[src/rtl/ned_pkg.sv]
// constants and carrier types for the numeric escape decoder
// assumes a single 40 MHz clock domain
package ned_pkg;

   // ****************************************
   // escape prefix and field encodings
   // ****************************************
   localparam logic [4:0] ESC_PREFIX   = 5'h1B;
   localparam logic [7:0] HOST_WAIT_OP = 8'h9B;

   localparam logic [1:0] MF_REAL32  = 2'h0;
   localparam logic [1:0] MF_INT32   = 2'h1;
   localparam logic [1:0] MF_REAL64  = 2'h2;
   localparam logic [1:0] MF_INT16   = 2'h3;

   localparam logic [1:0] MOD_NODISP = 2'h0;
   localparam logic [1:0] MOD_DISP8  = 2'h1;
   localparam logic [1:0] MOD_DISP16 = 2'h2;
   localparam logic [1:0] MOD_REG    = 2'h3;
   localparam logic [2:0] RM_DIRECT  = 3'h6;

   // ****************************************
   // timing counts in clocks and the clock rate in MHz
   // ****************************************
   localparam logic [10:0] POP_EXTRA   = 11'h005;
   localparam logic [10:0] WAIT_BASE   = 11'h003;
   localparam logic [10:0] WAIT_PASS   = 11'h005;
   localparam int          CLK_MHZ     = 40;

   // ****************************************
   // operation codes
   // ****************************************
   typedef enum logic [5:0] {
      OP_NONE = 6'h00, OP_LDZ = 6'h01, OP_LD1 = 6'h02, OP_LDPI = 6'h03,
      OP_LDL2T = 6'h04, OP_LDL2E = 6'h05, OP_LDLG2 = 6'h06, OP_LDLN2 = 6'h07,
      OP_ADD = 6'h08, OP_SUB = 6'h09, OP_MUL = 6'h0A, OP_DIV = 6'h0B,
      OP_SQRT = 6'h0C, OP_SCALE = 6'h0D, OP_PREM = 6'h0E, OP_RND = 6'h0F,
      OP_XTRACT = 6'h10, OP_ABS = 6'h11, OP_CHS = 6'h12, OP_PTAN = 6'h13,
      OP_PATAN = 6'h14, OP_EXP2M1 = 6'h15, OP_YL2X = 6'h16, OP_YL2XP1 = 6'h17,
      OP_INIT = 6'h18, OP_IRQON = 6'h19, OP_IRQOFF = 6'h1A, OP_CLEX = 6'h1B,
      OP_LDCW = 6'h1C, OP_STCW = 6'h1D, OP_STSW = 6'h1E, OP_STENV = 6'h1F,
      OP_LDENV = 6'h20, OP_SAVE = 6'h21, OP_RSTOR = 6'h22, OP_INCSP = 6'h23,
      OP_DECSP = 6'h24, OP_FREE = 6'h25, OP_IDLE = 6'h26
   } ned_op_t;

   typedef struct packed {
      ned_op_t     op;
      logic [1:0]  mem_format;
      logic        dest_below;
      logic        pop;
      logic        reversed;
      logic        mem_operand;
      logic [2:0]  stack_index;
      logic [15:0] location;
      logic [10:0] min_clocks;
      logic [10:0] max_clocks;
      logic        adds_ea;
   } ned_dec_t;

   typedef struct packed {
      logic [15:0] bx;
      logic [15:0] bp;
      logic [15:0] si;
      logic [15:0] di;
   } ned_regs_t;

endpackage

[src/rtl/ned_busy_timer.sv]
// busy timer: holds busy for a clock count and counts host sampling passes
// assumes start pulses come from the decoder on the same clock
`timescale 1ns/10ps
module ned_busy_timer
   import ned_pkg::*;
#(
   parameter int CNT_W = 11
) (
   input  wire logic             clk_i,
   input  wire logic             arst_n_i,
   input  wire logic             start_i,
   input  wire logic [CNT_W-1:0] clocks_i,
   input  wire logic             sample_i,
   output logic                  busy_o,
   output logic [15:0]           wait_cost_o
);

   if (CNT_W < 11) begin : g_width_check
      $error("count width too small");
   end

   logic [CNT_W-1:0] remain_ff;
   logic [CNT_W-1:0] nxt_remain;
   logic [15:0]      cost_ff;
   logic [15:0]      nxt_cost;
   logic             busy_ff;

   assign nxt_remain = start_i ? clocks_i :
                       (remain_ff != '0) ? remain_ff - 1'b1 : remain_ff;
   // each busy sample by the host costs one pass, base cost at first pass
   assign nxt_cost   = start_i ? 16'h0000 :
                       (sample_i && busy_ff && cost_ff == 16'h0000) ? 16'({WAIT_BASE} + {WAIT_PASS}) :
                       (sample_i && busy_ff) ? cost_ff + 16'(WAIT_PASS) : cost_ff;

   always_ff @(posedge clk_i or negedge arst_n_i) begin
      if (!arst_n_i) begin
         remain_ff <= '0;
         cost_ff   <= 16'h0000;
         busy_ff   <= 1'b0;
      end else begin
         remain_ff <= nxt_remain;
         cost_ff   <= nxt_cost;
         busy_ff   <= (nxt_remain != '0);
      end
   end

   assign busy_o      = busy_ff;
   assign wait_cost_o = cost_ff;

endmodule

[src/rtl/ned_decoder.sv]
// numeric escape decoder: decodes two instruction bytes and runs busy
// assumes bytes arrive from same-clock fetch logic; ea time is an input
//
// Functional notes
// - constant loads share prefix; low three bits pick the constant, 11-24 clocks.
// - memory format 00 real32, 01 int32, 10 real64, 11 int16.
// - destination bit 0 writes stack top, 1 writes the entry below.
// - pop bit set pops stack top and adds five clocks.
// - reverse bit swaps subtract/divide operands; destination bit inverts its sense.
// - mode 00 no disp, 01 sign-extended byte, 10 word, 11 register.
// - register/memory code picks base and index registers added to disp.
// - mode 00 with code 110 uses direct word address, not BP.
// - memory arithmetic opcode 000 add, 001 mul, 10R sub, 11R div.
// - register arithmetic ranges: add/sub 70-100, mul 90-145, div 193-203.
// - sqrt 180-186, scale 32-38, remainder 15-190, round 16-50.
// - extract 27-55; magnitude and negate 10-17.
// - transcendental ranges from 30-540 up to 900-1100.
// - init, irq allow/block, exception clear in group 011, 2-8 clocks.
// - control word load 7-14, control/status store 12-18, plus ea.
// - environment store 40-50, load 35-45, plus ea.
// - full state save and restore 197-207, plus ea.
// - stack pointer increment or decrement takes 6-12 clocks.
// - mark entry empty 9-16; idle 10-16.
// - host wait polls test until busy drops; costs 3 plus 5 per pass.
`timescale 1ns/10ps
module ned_decoder
   import ned_pkg::*;
(
   input  wire logic        clk_i,
   input  wire logic        arst_n_i,
   input  wire logic        instr_valid_i,
   input  wire logic [7:0]  byte0_i,
   input  wire logic [7:0]  byte1_i,
   input  wire logic [7:0]  disp_low_i,
   input  wire logic [7:0]  disp_high_i,
   input  ned_regs_t        regs_i,
   input  wire logic [10:0] ea_clocks_i,
   input  wire logic        host_sample_i,
   output ned_dec_t         dec_o,
   output logic             dec_valid_o,
   output logic             illegal_o,
   output logic             busy_o,
   output logic [15:0]      wait_cost_o
);

   // ****************************************
   // field extraction
   // ****************************************
   wire logic       is_escape = (byte0_i[7:3] == ESC_PREFIX);
   wire logic [2:0] op1       = byte0_i[2:0];
   wire logic [1:0] mode      = byte1_i[7:6];
   wire logic [2:0] mid       = byte1_i[5:3];
   wire logic [2:0] rm        = byte1_i[2:0];
   wire logic       reg_form  = (mode == MOD_REG);

   // ****************************************
   // displacement and effective location
   // ****************************************
   wire logic [15:0] disp16 = {disp_high_i, disp_low_i};
   wire logic [15:0] disp8s = {{8{disp_low_i[7]}}, disp_low_i};
   wire logic [15:0] disp   = (mode == MOD_DISP8)  ? disp8s :
                              (mode == MOD_DISP16) ? disp16 :
                              16'h0000;
   logic [15:0] base_sum;
   always_comb begin
      unique case (rm)
         3'h0: base_sum = regs_i.bx + regs_i.si;
         3'h1: base_sum = regs_i.bx + regs_i.di;
         3'h2: base_sum = regs_i.bp + regs_i.si;
         3'h3: base_sum = regs_i.bp + regs_i.di;
         3'h4: base_sum = regs_i.si;
         3'h5: base_sum = regs_i.di;
         3'h6: base_sum = regs_i.bp;
         3'h7: base_sum = regs_i.bx;
      endcase
   end
   wire logic        direct   = (mode == MOD_NODISP) && (rm == RM_DIRECT);
   wire logic [15:0] location = direct ? disp16 : base_sum + disp;

   // ****************************************
   // operation select
   // ****************************************
   wire logic d_bit = op1[2];
   wire logic p_bit = op1[1];
   logic      arith_reg;
   logic      arith_mem;
   ned_op_t   op;
   logic [10:0] lo;
   logic [10:0] hi;
   logic        ea;

   always_comb begin
      op        = OP_NONE;
      lo        = 11'h000;
      hi        = 11'h000;
      ea        = 1'b0;
      arith_reg = 1'b0;
      arith_mem = 1'b0;
      if (!reg_form && !op1[0]) begin
         arith_mem = 1'b1;
         unique case (mid[2:1])
            2'h0: op = mid[0] ? OP_MUL : OP_ADD;
            2'h1: op = OP_NONE;
            2'h2: op = OP_SUB;
            2'h3: op = OP_DIV;
         endcase
         unique case (op)
            OP_ADD, OP_SUB: begin
               lo = (byte0_i[2:1] == MF_INT32) ? 11'h06C : (byte0_i[2:1] == MF_REAL64) ? 11'h05F : 11'h05A;
               hi = (byte0_i[2:1] == MF_INT32) ? 11'h08F : (byte0_i[2:1] == MF_REAL64) ? 11'h07D : 11'h078;
            end
            OP_MUL: begin
               lo = (byte0_i[2:1] == MF_INT32) ? 11'h082 : (byte0_i[2:1] == MF_REAL64) ? 11'h070 : 11'h06E;
               hi = (byte0_i[2:1] == MF_INT32) ? 11'h090 : (byte0_i[2:1] == MF_REAL64) ? 11'h0A8 : 11'h07D;
            end
            OP_DIV: begin
               lo = (byte0_i[2:1] == MF_INT32) ? 11'h0E6 : (byte0_i[2:1] == MF_REAL64) ? 11'h0DC : 11'h0D7;
               hi = (byte0_i[2:1] == MF_INT32) ? 11'h0F3 : (byte0_i[2:1] == MF_REAL64) ? 11'h0E6 : 11'h0E1;
            end
            default: begin
               lo = 11'h000;
               hi = 11'h000;
            end
         endcase
         ea = (op != OP_NONE);
      end else if (reg_form && op1[0] == 1'b0 && mid[2:1] != 2'h1) begin
         arith_reg = 1'b1;
         unique case (mid)
            3'h0: begin op = OP_ADD; lo = 11'h046; hi = 11'h064; end
            3'h1: begin op = OP_MUL; lo = 11'h05A; hi = 11'h091; end
            3'h4, 3'h5: begin op = OP_SUB; lo = 11'h046; hi = 11'h064; end
            3'h6, 3'h7: begin op = OP_DIV; lo = 11'h0C1; hi = 11'h0CB; end
            default: begin op = OP_NONE; arith_reg = 1'b0; end
         endcase
      end else if (op1 == 3'h1 && reg_form) begin
         unique case (mid)
            3'h2: if (rm == 3'h0) begin op = OP_IDLE; lo = 11'h00A; hi = 11'h010; end
            3'h4: unique case (rm)
               3'h0: begin op = OP_CHS; lo = 11'h00A; hi = 11'h011; end
               3'h1: begin op = OP_ABS; lo = 11'h00A; hi = 11'h011; end
               default: op = OP_NONE;
            endcase
            3'h5: unique case (rm)
               3'h0: begin op = OP_LD1;   lo = 11'h00F; hi = 11'h015; end
               3'h1: begin op = OP_LDL2T; lo = 11'h010; hi = 11'h016; end
               3'h2: begin op = OP_LDL2E; lo = 11'h00F; hi = 11'h015; end
               3'h3: begin op = OP_LDPI;  lo = 11'h010; hi = 11'h016; end
               3'h4: begin op = OP_LDLG2; lo = 11'h012; hi = 11'h018; end
               3'h5: begin op = OP_LDLN2; lo = 11'h011; hi = 11'h017; end
               3'h6: begin op = OP_LDZ;   lo = 11'h00B; hi = 11'h011; end
               default: op = OP_NONE;
            endcase
            3'h6: unique case (rm)
               3'h0: begin op = OP_EXP2M1; lo = 11'h136; hi = 11'h276; end
               3'h1: begin op = OP_YL2X;   lo = 11'h384; hi = 11'h44C; end
               3'h2: begin op = OP_PTAN;   lo = 11'h01E; hi = 11'h21C; end
               3'h3: begin op = OP_PATAN;  lo = 11'h0FA; hi = 11'h320; end
               3'h4: begin op = OP_XTRACT; lo = 11'h01B; hi = 11'h037; end
               3'h6: begin op = OP_DECSP;  lo = 11'h006; hi = 11'h00C; end
               3'h7: begin op = OP_INCSP;  lo = 11'h006; hi = 11'h00C; end
               default: op = OP_NONE;
            endcase
            3'h7: unique case (rm)
               3'h0: begin op = OP_PREM;   lo = 11'h00F; hi = 11'h0BE; end
               3'h1: begin op = OP_YL2XP1; lo = 11'h2BC; hi = 11'h3E8; end
               3'h2: begin op = OP_SQRT;   lo = 11'h0B4; hi = 11'h0BA; end
               3'h4: begin op = OP_RND;    lo = 11'h010; hi = 11'h032; end
               3'h5: begin op = OP_SCALE;  lo = 11'h020; hi = 11'h026; end
               default: op = OP_NONE;
            endcase
            default: op = OP_NONE;
         endcase
      end else if (op1 == 3'h3 && reg_form && mid == 3'h4) begin
         lo = 11'h002;
         hi = 11'h008;
         unique case (rm)
            3'h0: op = OP_IRQON;
            3'h1: op = OP_IRQOFF;
            3'h2: op = OP_CLEX;
            3'h3: op = OP_INIT;
            default: op = OP_NONE;
         endcase
      end else if (op1 == 3'h5 && reg_form && mid == 3'h0) begin
         op = OP_FREE; lo = 11'h009; hi = 11'h010;
      end else if (op1 == 3'h1 && !reg_form) begin
         ea = 1'b1;
         unique case (mid)
            3'h4: begin op = OP_LDENV; lo = 11'h023; hi = 11'h02D; end
            3'h5: begin op = OP_LDCW;  lo = 11'h007; hi = 11'h00E; end
            3'h6: begin op = OP_STENV; lo = 11'h028; hi = 11'h032; end
            3'h7: begin op = OP_STCW;  lo = 11'h00C; hi = 11'h012; end
            default: begin op = OP_NONE; ea = 1'b0; end
         endcase
      end else if (op1 == 3'h5 && !reg_form) begin
         ea = 1'b1;
         unique case (mid)
            3'h4: begin op = OP_RSTOR; lo = 11'h0C5; hi = 11'h0CF; end
            3'h6: begin op = OP_SAVE;  lo = 11'h0C5; hi = 11'h0CF; end
            3'h7: begin op = OP_STSW;  lo = 11'h00C; hi = 11'h012; end
            default: begin op = OP_NONE; ea = 1'b0; end
         endcase
      end
   end

   // ****************************************
   // result assembly
   // ****************************************
   wire logic        pop_now  = arith_reg && p_bit;
   wire logic [10:0] pop_add  = pop_now ? POP_EXTRA : 11'h000;
   wire logic [10:0] ea_add   = ea ? ea_clocks_i : 11'h000;
   wire logic        rev_raw  = mid[0] && (op == OP_SUB || op == OP_DIV);
   wire logic        rev_eff  = rev_raw ^ (arith_reg && d_bit);
   ned_dec_t         nxt_dec;
   always_comb begin
      nxt_dec             = '0;
      nxt_dec.op          = op;
      nxt_dec.mem_format  = arith_mem ? byte0_i[2:1] : MF_REAL32;
      nxt_dec.dest_below  = arith_reg && d_bit;
      nxt_dec.pop         = pop_now;
      nxt_dec.reversed    = (op == OP_SUB || op == OP_DIV) ? rev_eff : 1'b0;
      nxt_dec.mem_operand = ea;
      nxt_dec.stack_index = rm;
      nxt_dec.location    = ea ? location : 16'h0000;
      nxt_dec.min_clocks  = lo + pop_add + ea_add;
      nxt_dec.max_clocks  = hi + pop_add + ea_add;
      nxt_dec.adds_ea     = ea;
   end

   wire logic take    = instr_valid_i && !busy_o;
   wire logic legal   = is_escape && (op != OP_NONE);
   wire logic is_wait = (byte0_i == HOST_WAIT_OP);

   ned_dec_t dec_ff;
   logic     valid_ff;
   logic     illegal_ff;
   always_ff @(posedge clk_i or negedge arst_n_i) begin
      if (!arst_n_i) begin
         dec_ff     <= '0;
         valid_ff   <= 1'b0;
         illegal_ff <= 1'b0;
      end else begin
         valid_ff   <= take && legal;
         illegal_ff <= take && !legal && !is_wait;
         if (take && legal) begin
            dec_ff <= nxt_dec;
         end
      end
   end

   // ****************************************
   // busy timing
   // ****************************************
   ned_busy_timer #(
      .CNT_W (11)
   ) u_busy (
      .clk_i       (clk_i),
      .arst_n_i    (arst_n_i),
      .start_i     (take && legal),
      .clocks_i    (nxt_dec.max_clocks),
      .sample_i    (host_sample_i),
      .busy_o      (busy_o),
      .wait_cost_o (wait_cost_o)
   );

   assign dec_o       = dec_ff;
   assign dec_valid_o = valid_ff;
   assign illegal_o   = illegal_ff;

endmodule

[config.mk]
export PLATFORM = sky130hd
export DESIGN_NAME = ned_decoder
export DESIGN_NICKNAME = d
export VERILOG_FILES = /design/src/rtl/ned_pkg.sv /design/src/rtl/ned_busy_timer.sv /design/src/rtl/ned_decoder.sv
export SDC_FILE = /design/constraint.sdc
export NUM_CORES = 1
export LEC_CHECK = 0
export BUFFER_PORTS_ARGS = -buffer_cell sky130_fd_sc_hd__clkbuf_2
export CAP_MARGIN = 10
export CORE_MARGIN = 1
export CORE_UTILIZATION = 58
export DETAILED_ROUTE_END_ITERATION = 7
export PLACE_DENSITY = 0.84
export SLEW_MARGIN = 40
export SYNTH_ARGS = -nofsm -noshare
export SYNTH_HDL_FRONTEND = slang
export SYNTH_SLANG_ARGS = --single-unit
export TNS_END_PERCENT = 100
[constraint.sdc]
create_clock -name clk_i -period 3.8 [get_ports clk_i]
set_input_delay 0.57 -clock clk_i [delete_from_list [all_inputs] [get_ports clk_i]]
set_output_delay 0.57 -clock clk_i [all_outputs]
set_load 0.02 [all_outputs]
Yosys cells after proc, flatten, opt, wreduce, memory -nomap -nowiden
Cells that the tools add are included.
- $add $sub $neg: 11
- equal/unequal tests: 33
- multiplexer cells: 93
- bitwise logic cells: 2
- reduce and logical (&&, ||, !) cells: 49
- operator list (kind ; count):
    2-to-1 mux 11 bit ; 15
    one-hot mux 10 bit (5 select lines) ; 3
    one-hot mux 16 bit (8 select lines) ; 1
    2-to-1 mux 16 bit ; 7
    one-hot mux 6 bit (4 select lines) ; 4
    one-hot mux 8 bit (3 select lines) ; 4
    adder 16 bit ; 5
    one-hot mux 5 bit (5 select lines) ; 3
    2-to-1 mux 6 bit ; 11
    one-hot mux 11 bit (6 select lines) ; 1
    one-hot mux 10 bit (6 select lines) ; 1
    one-hot mux 11 bit (5 select lines) ; 1
    2-to-1 mux 8 bit ; 6
    one-hot mux 6 bit (7 select lines) ; 1
    == test 6 x 4 -> 1 bit (second input constant) ; 6
    one-hot mux 8 bit (2 select lines) ; 2
    one-hot mux 6 bit (5 select lines) ; 1
    == test 3 bit (second input constant) ; 9
    adder 11 bit ; 2
    adder 11 x 3 -> 11 bit ; 2
    nonzero test 11 bit ; 2
    logical AND 1 bit ; 21
    one-hot mux 3 bit (7 select lines) ; 1
    2-to-1 mux 5 bit ; 4
    30 further kinds ; 75
- register bits after elaboration: 83
- bits of input ports: 111
- output and inout bits: 73

Longest topological paths before layout
- depth in word-level cells: 15
- mapped depth: 24
- depth with buffers taken out: 22

Modules after synthesis
Synthesis repeated with hierarchy kept, for this count alone.
- cell total of the unflattened synthesis: 1279
- area total of the unflattened synthesis: 10040.9 um^2
- by module, submodules not included (module ; times used ; cells an instance ; area an instance (um^2) ; sequential area each (um^2)):
    ned_decoder ; 1 ; 1091 ; 8356.8 ; 1376.3
    ned_busy_timer ; 1 ; 188 ; 1684.1 ; 700.7

Worst setup path after synthesis
No wires, ideal clock.
- kind: input-to-reg
- start: in byte1_i[0]
- end: reg dec_ff, in the netlist dec_o[38]
- data arrival time: 5.681 ns
- required time: 3.696 ns
- slack: -1.985 ns
- cell stages on the path: 22
- buffers on the path: 2
- cells stage by stage: buf_2 nor2b_1 nand2_1 clkbuf_1 mux2_2 ha_1 fa_1 a21o_1 a21oi_1 nor2b_1 o21a_1 or4_1 nand2_1 xnor2_1 mux4_2 ha_1 a2111oi_0 o21a_1 o31ai_1 a21oi_1 xnor3_1 o311ai_1
- word-level cells in the longest chain between the ends: 9
- elaborated cells on any way between the ends: 27
- classes of those cells: 1 x add/sub; 7 x eq/ne; 14 x mux; 5 x reduce/logical
- RTL lines (element ; RTL line ; source):
    start: declaration ; ned_decoder.sv:33 ; input wire logic [7:0] byte1_i,
    parallel branches: the longest is 9 deep, another holds adder 16 bit ; -- ;
    end signal: assignment ; ned_decoder.sv:245 ; dec_ff <= nxt_dec;
    end: declaration ; ned_decoder.sv:233 ; ned_dec_t dec_ff;
Parallel ways; which one is timed is not known.
A chain may end at the register's enable or synchronous reset.

Worst setup path after layout
Ends and elaborated chain as after synthesis.

==> flow_summary.json <==
{
  "cts_buffers": 9,
  "synthTopCellsByArea": "dfrtp_1 21%, ha_1 11%, nand2_1 6.4%, mux2_2 5.2%, o21ai_0 5.2%",
  "wl_met3_mm": 4.00,
  "seq_area_um2": 2080,
  "cp_data_required_time_ns": 4.04,
  "fill_cells": 905,
  "ys_seq_area_share_pct": 21.3,
  "ys_seq_elements": 83,
  "critical_path_class": "in -> reg",
  "reg2reg_slack_ns": 0.36,
  "crit_path_end_kind": "register",
  "grt_usage_pct": 42.7,
  "ant_nets": 0,
  "timing.hold.ws_ns": 0.266,
  "crit_chain": "buf_8, nor3b_4, buf_6, buf_8, mux2_2, ha_1, o21a_1, a21oi_2, buf_4, o21ai_2, a21o_1, a211oi_1, nor2_1, mux4_2, ha_4, a2111oi_4, o21a_1, o31ai_1, a21oi_1, xnor3_1, o311ai_1",
  "cp_max_fo": 12,
  "rows": 46,
  "grt_pass1_vias": 11622,
  "stdcell_count": 1878,
  "grt_max_degree": 84,
  "hold_class": "in -> async",
  "rsz0062_at_grt": "yes",
  "synth.avg_cell_area_um2": 7.93,
  "cts.sinks": 83,
  "finalPower_mw": 4.21,
  "root_buffer": "clkbuf_16",
  "wl_mm": 37.8,
  "period_minus_slack_ns": 4.79,
  "fin_worst_skew_ns": 0.00391,
  "gp_congestion": 1.04,
  "fin_setup_tns_ns": -11.69,
  "ys.flop_type": "dfrtp_1",
  "critPathSlowestCell": "mux4_2",
  "worstMarginPinSlew_ns": 0.734,
  "syn_nets": 1432,
  "grt_pass1_wl_mm": 59.3,
  "post-synth-top-area-cell": "dfrtp_1",
  "max-vdd-ir-drop_mv": 0.316,
  "drt_pass1_iterations": 7,
  "crit_arrival_ns": 5.04,
  "htree_levels": 3,
  "wl_per_cell_um": 20.1,
  "dp.cells": 1848,
  "postSynthCellCount": 1227,
  "fin_nets": 1862,
  "vias": 12004,
  "netlist_area_um2": 9730,
  "ys_types": 81,
  "crit_buf_inv": 4,
  "cts_buffer_depth": 2,
  "wl_met2_mm": 17.3,
  "pre_cts_ws_ns": -1.37,
  "multi_input_area_um2": 7670,
  "layout-drive-gt1-share_pct": 39.2,
  "routed.top_layer": "met4",
  "synth_top_cell_area_share_pct": 21.3,
  "violations": "negative setup slack",
  "slew_headroom_pct": 51.1,
  "leakage_nw": 6.86,
  "ys.warnings.count": 0,
  "synth_async_sr_flop_share_pct": 100,
  "max_freq_mhz": 209,
  "die_y_um": 132,
  "final_area_um2": 13700,
  "ioPinCount": 184,
  "path_clk_slew_ns": 0.06,
  "setup_viol": 27,
  "worstSkewPairLatency_ns": 0.35,
  "die_area_um2": 17300,
  "status": "finished with violations",
  "syn_to_final_growth_pct": 41.0,
  "hpwlAfterDp_mm": 27.5,
  "dr.first_iter.drc_count": 1303,
  "hold_viol_final": 0,
  "met1_length_mm": 14.6,
  "postCtsHoldBufs": 0,
  "io_buffers": 183,
  "drv_slew": 0,
  "antenna_cells": 0,
  "cts_tree": "yes",
  "grt_overflow": 0,
  "finish.utilization_pct": 85.1,
  "min_period_over_period_pct": 126,
  "cp-start-kind": "primary input",
  "drv_cap": 0,
  "viasPerCell": 6.39,
  "finalWorstSetupSlack_ns": -0.993,
  "antenna_found_initial": 0,
  "core_um2": 16100,
  "start_util_pct": 60.4,
  "power_density_nw_per_um2": 307,
  "drc": 0,
  "synth_edf_count": 0,
  "cpPeakStageDelay_ns": 0.51,
  "dieWidth_um": 132,
  "dpl_cell_area_um2": 13100,
  "cpLargestDelayFamily": "compound AO/OA/AOI/OAI gates"
}
## registers in the layout (all words and copies together), names as in the netlist
signal,count
dec_o,53
dec_valid_o,1
illegal_o,1
u_busy.busy_o,1
u_busy.remain_ff,11
u_busy.wait_cost_o,16
## report_power, final
part | internal [mW] | switching [mW] | total, mW
Combinational | 1.07 | 1.18 | 2.25
Clock | 0.497 | 0.363 | 0.860
Sequential | 0.969 | 0.132 | 1.10
## layer usage
metal  vias up  global-route usage, %
li1       5347                      -
met1      5585                   54.4
met2       895                   69.6
met3       177                   7.95
met4         0                   20.2
met5         -                      0
## cells in the mapped netlist, drive strengths merged, types with 19 or more instances
| master | n |
|---|---|
| o21ai | 102 |
| a21o | 32 |
| dfrtp | 83 |
| a31oi | 19 |
| a21oi | 96 |
| ha | 85 |
| nor2 | 102 |
| nand2 | 165 |
| nor3 | 34 |
| xnor2 | 42 |
| mux2 | 45 |
| xor2 | 28 |
| nand3 | 20 |
| mux2i | 20 |
| clkbuf | 33 |
| and2 | 21 |
| buf | 33 |
| inv | 33 |
## worst reg2reg max path: cells and delay by family (launching register included)
| kind | cells | cell delay, ns |
|---|---|---|
| buffers and inverters | 1 | 0.16 |
| flip-flops | 1 | 0.41 |
| adder cells (fa/ha/maj) | 1 | 0.19 |
| AND/OR/NAND/NOR | 7 | 2.22 |
| multiplexers | 1 | 0.14 |
| XOR/XNOR | 1 | 0.19 |
## area by class of cell
class / instances / share of cell area, %
inverter: 37 / 1.03
timing repair buffer: 485 / 23.8
multi-input combinational: 1041 / 55.9
sequential: 83 / 15.1
clock inverter: 3 / 0.155
tap: 216 / 1.97
clock buffer: 13 / 1.97
## cells by family (layout without fill, tap and decap cells)
logic type / after synthesis / after routing / share of synthesized area (%)
mux: 78 / 78 / 10.3
flops: 83 / 83 / 21.3
xor+xnor: 71 / 71 / 6.53
fa+ha+maj: 96 / 96 / 13.0
buf+inv: 103 / 538 / 4.47
compound gates: 364 / 364 / 23.4
simple gates: 432 / 432 / 21.0
## worst paths after layout
path | startpoint | cells after the start | to
max in group asynchronous | arst_n_i | 1 | dec_o[23]
hold / removal | arst_n_i | 1 | dec_o[3]
hold reg to reg | dec_o[9] | 2 | dec_o[9]
min in group clk_i | dec_o[9] | 2 | dec_o[9]
setup / recovery | byte1_i[0] | 21 | dec_o[38]
setup reg to reg | u_busy.remain_ff[0] | 11 | u_busy.busy_o
## cells in the final DEF (no fill, tap or decap), types with 19 or more instances in the layout
master / n
nor3_1: 29
xor2_1: 28
and2_1: 21
o21ai_0: 76
clkbuf_2: 180
a21oi_1: 78
xnor2_1: 39
mux2_2: 43
inv_1: 30
nor2_1: 96
nand3_1: 19
a21o_1: 31
ha_1: 77
buf_4: 291
dfrtp_1: 83
nand2_1: 160
mux2i_1: 20
## repair_timing
action	CTS	global route
gates cloned	0	0
setup endpoints to repair	27	31
buffers inserted	16	2
resized for setup	49	22
pin swaps	38	16
No activity file was read; power rests on OpenSTA's default activity.
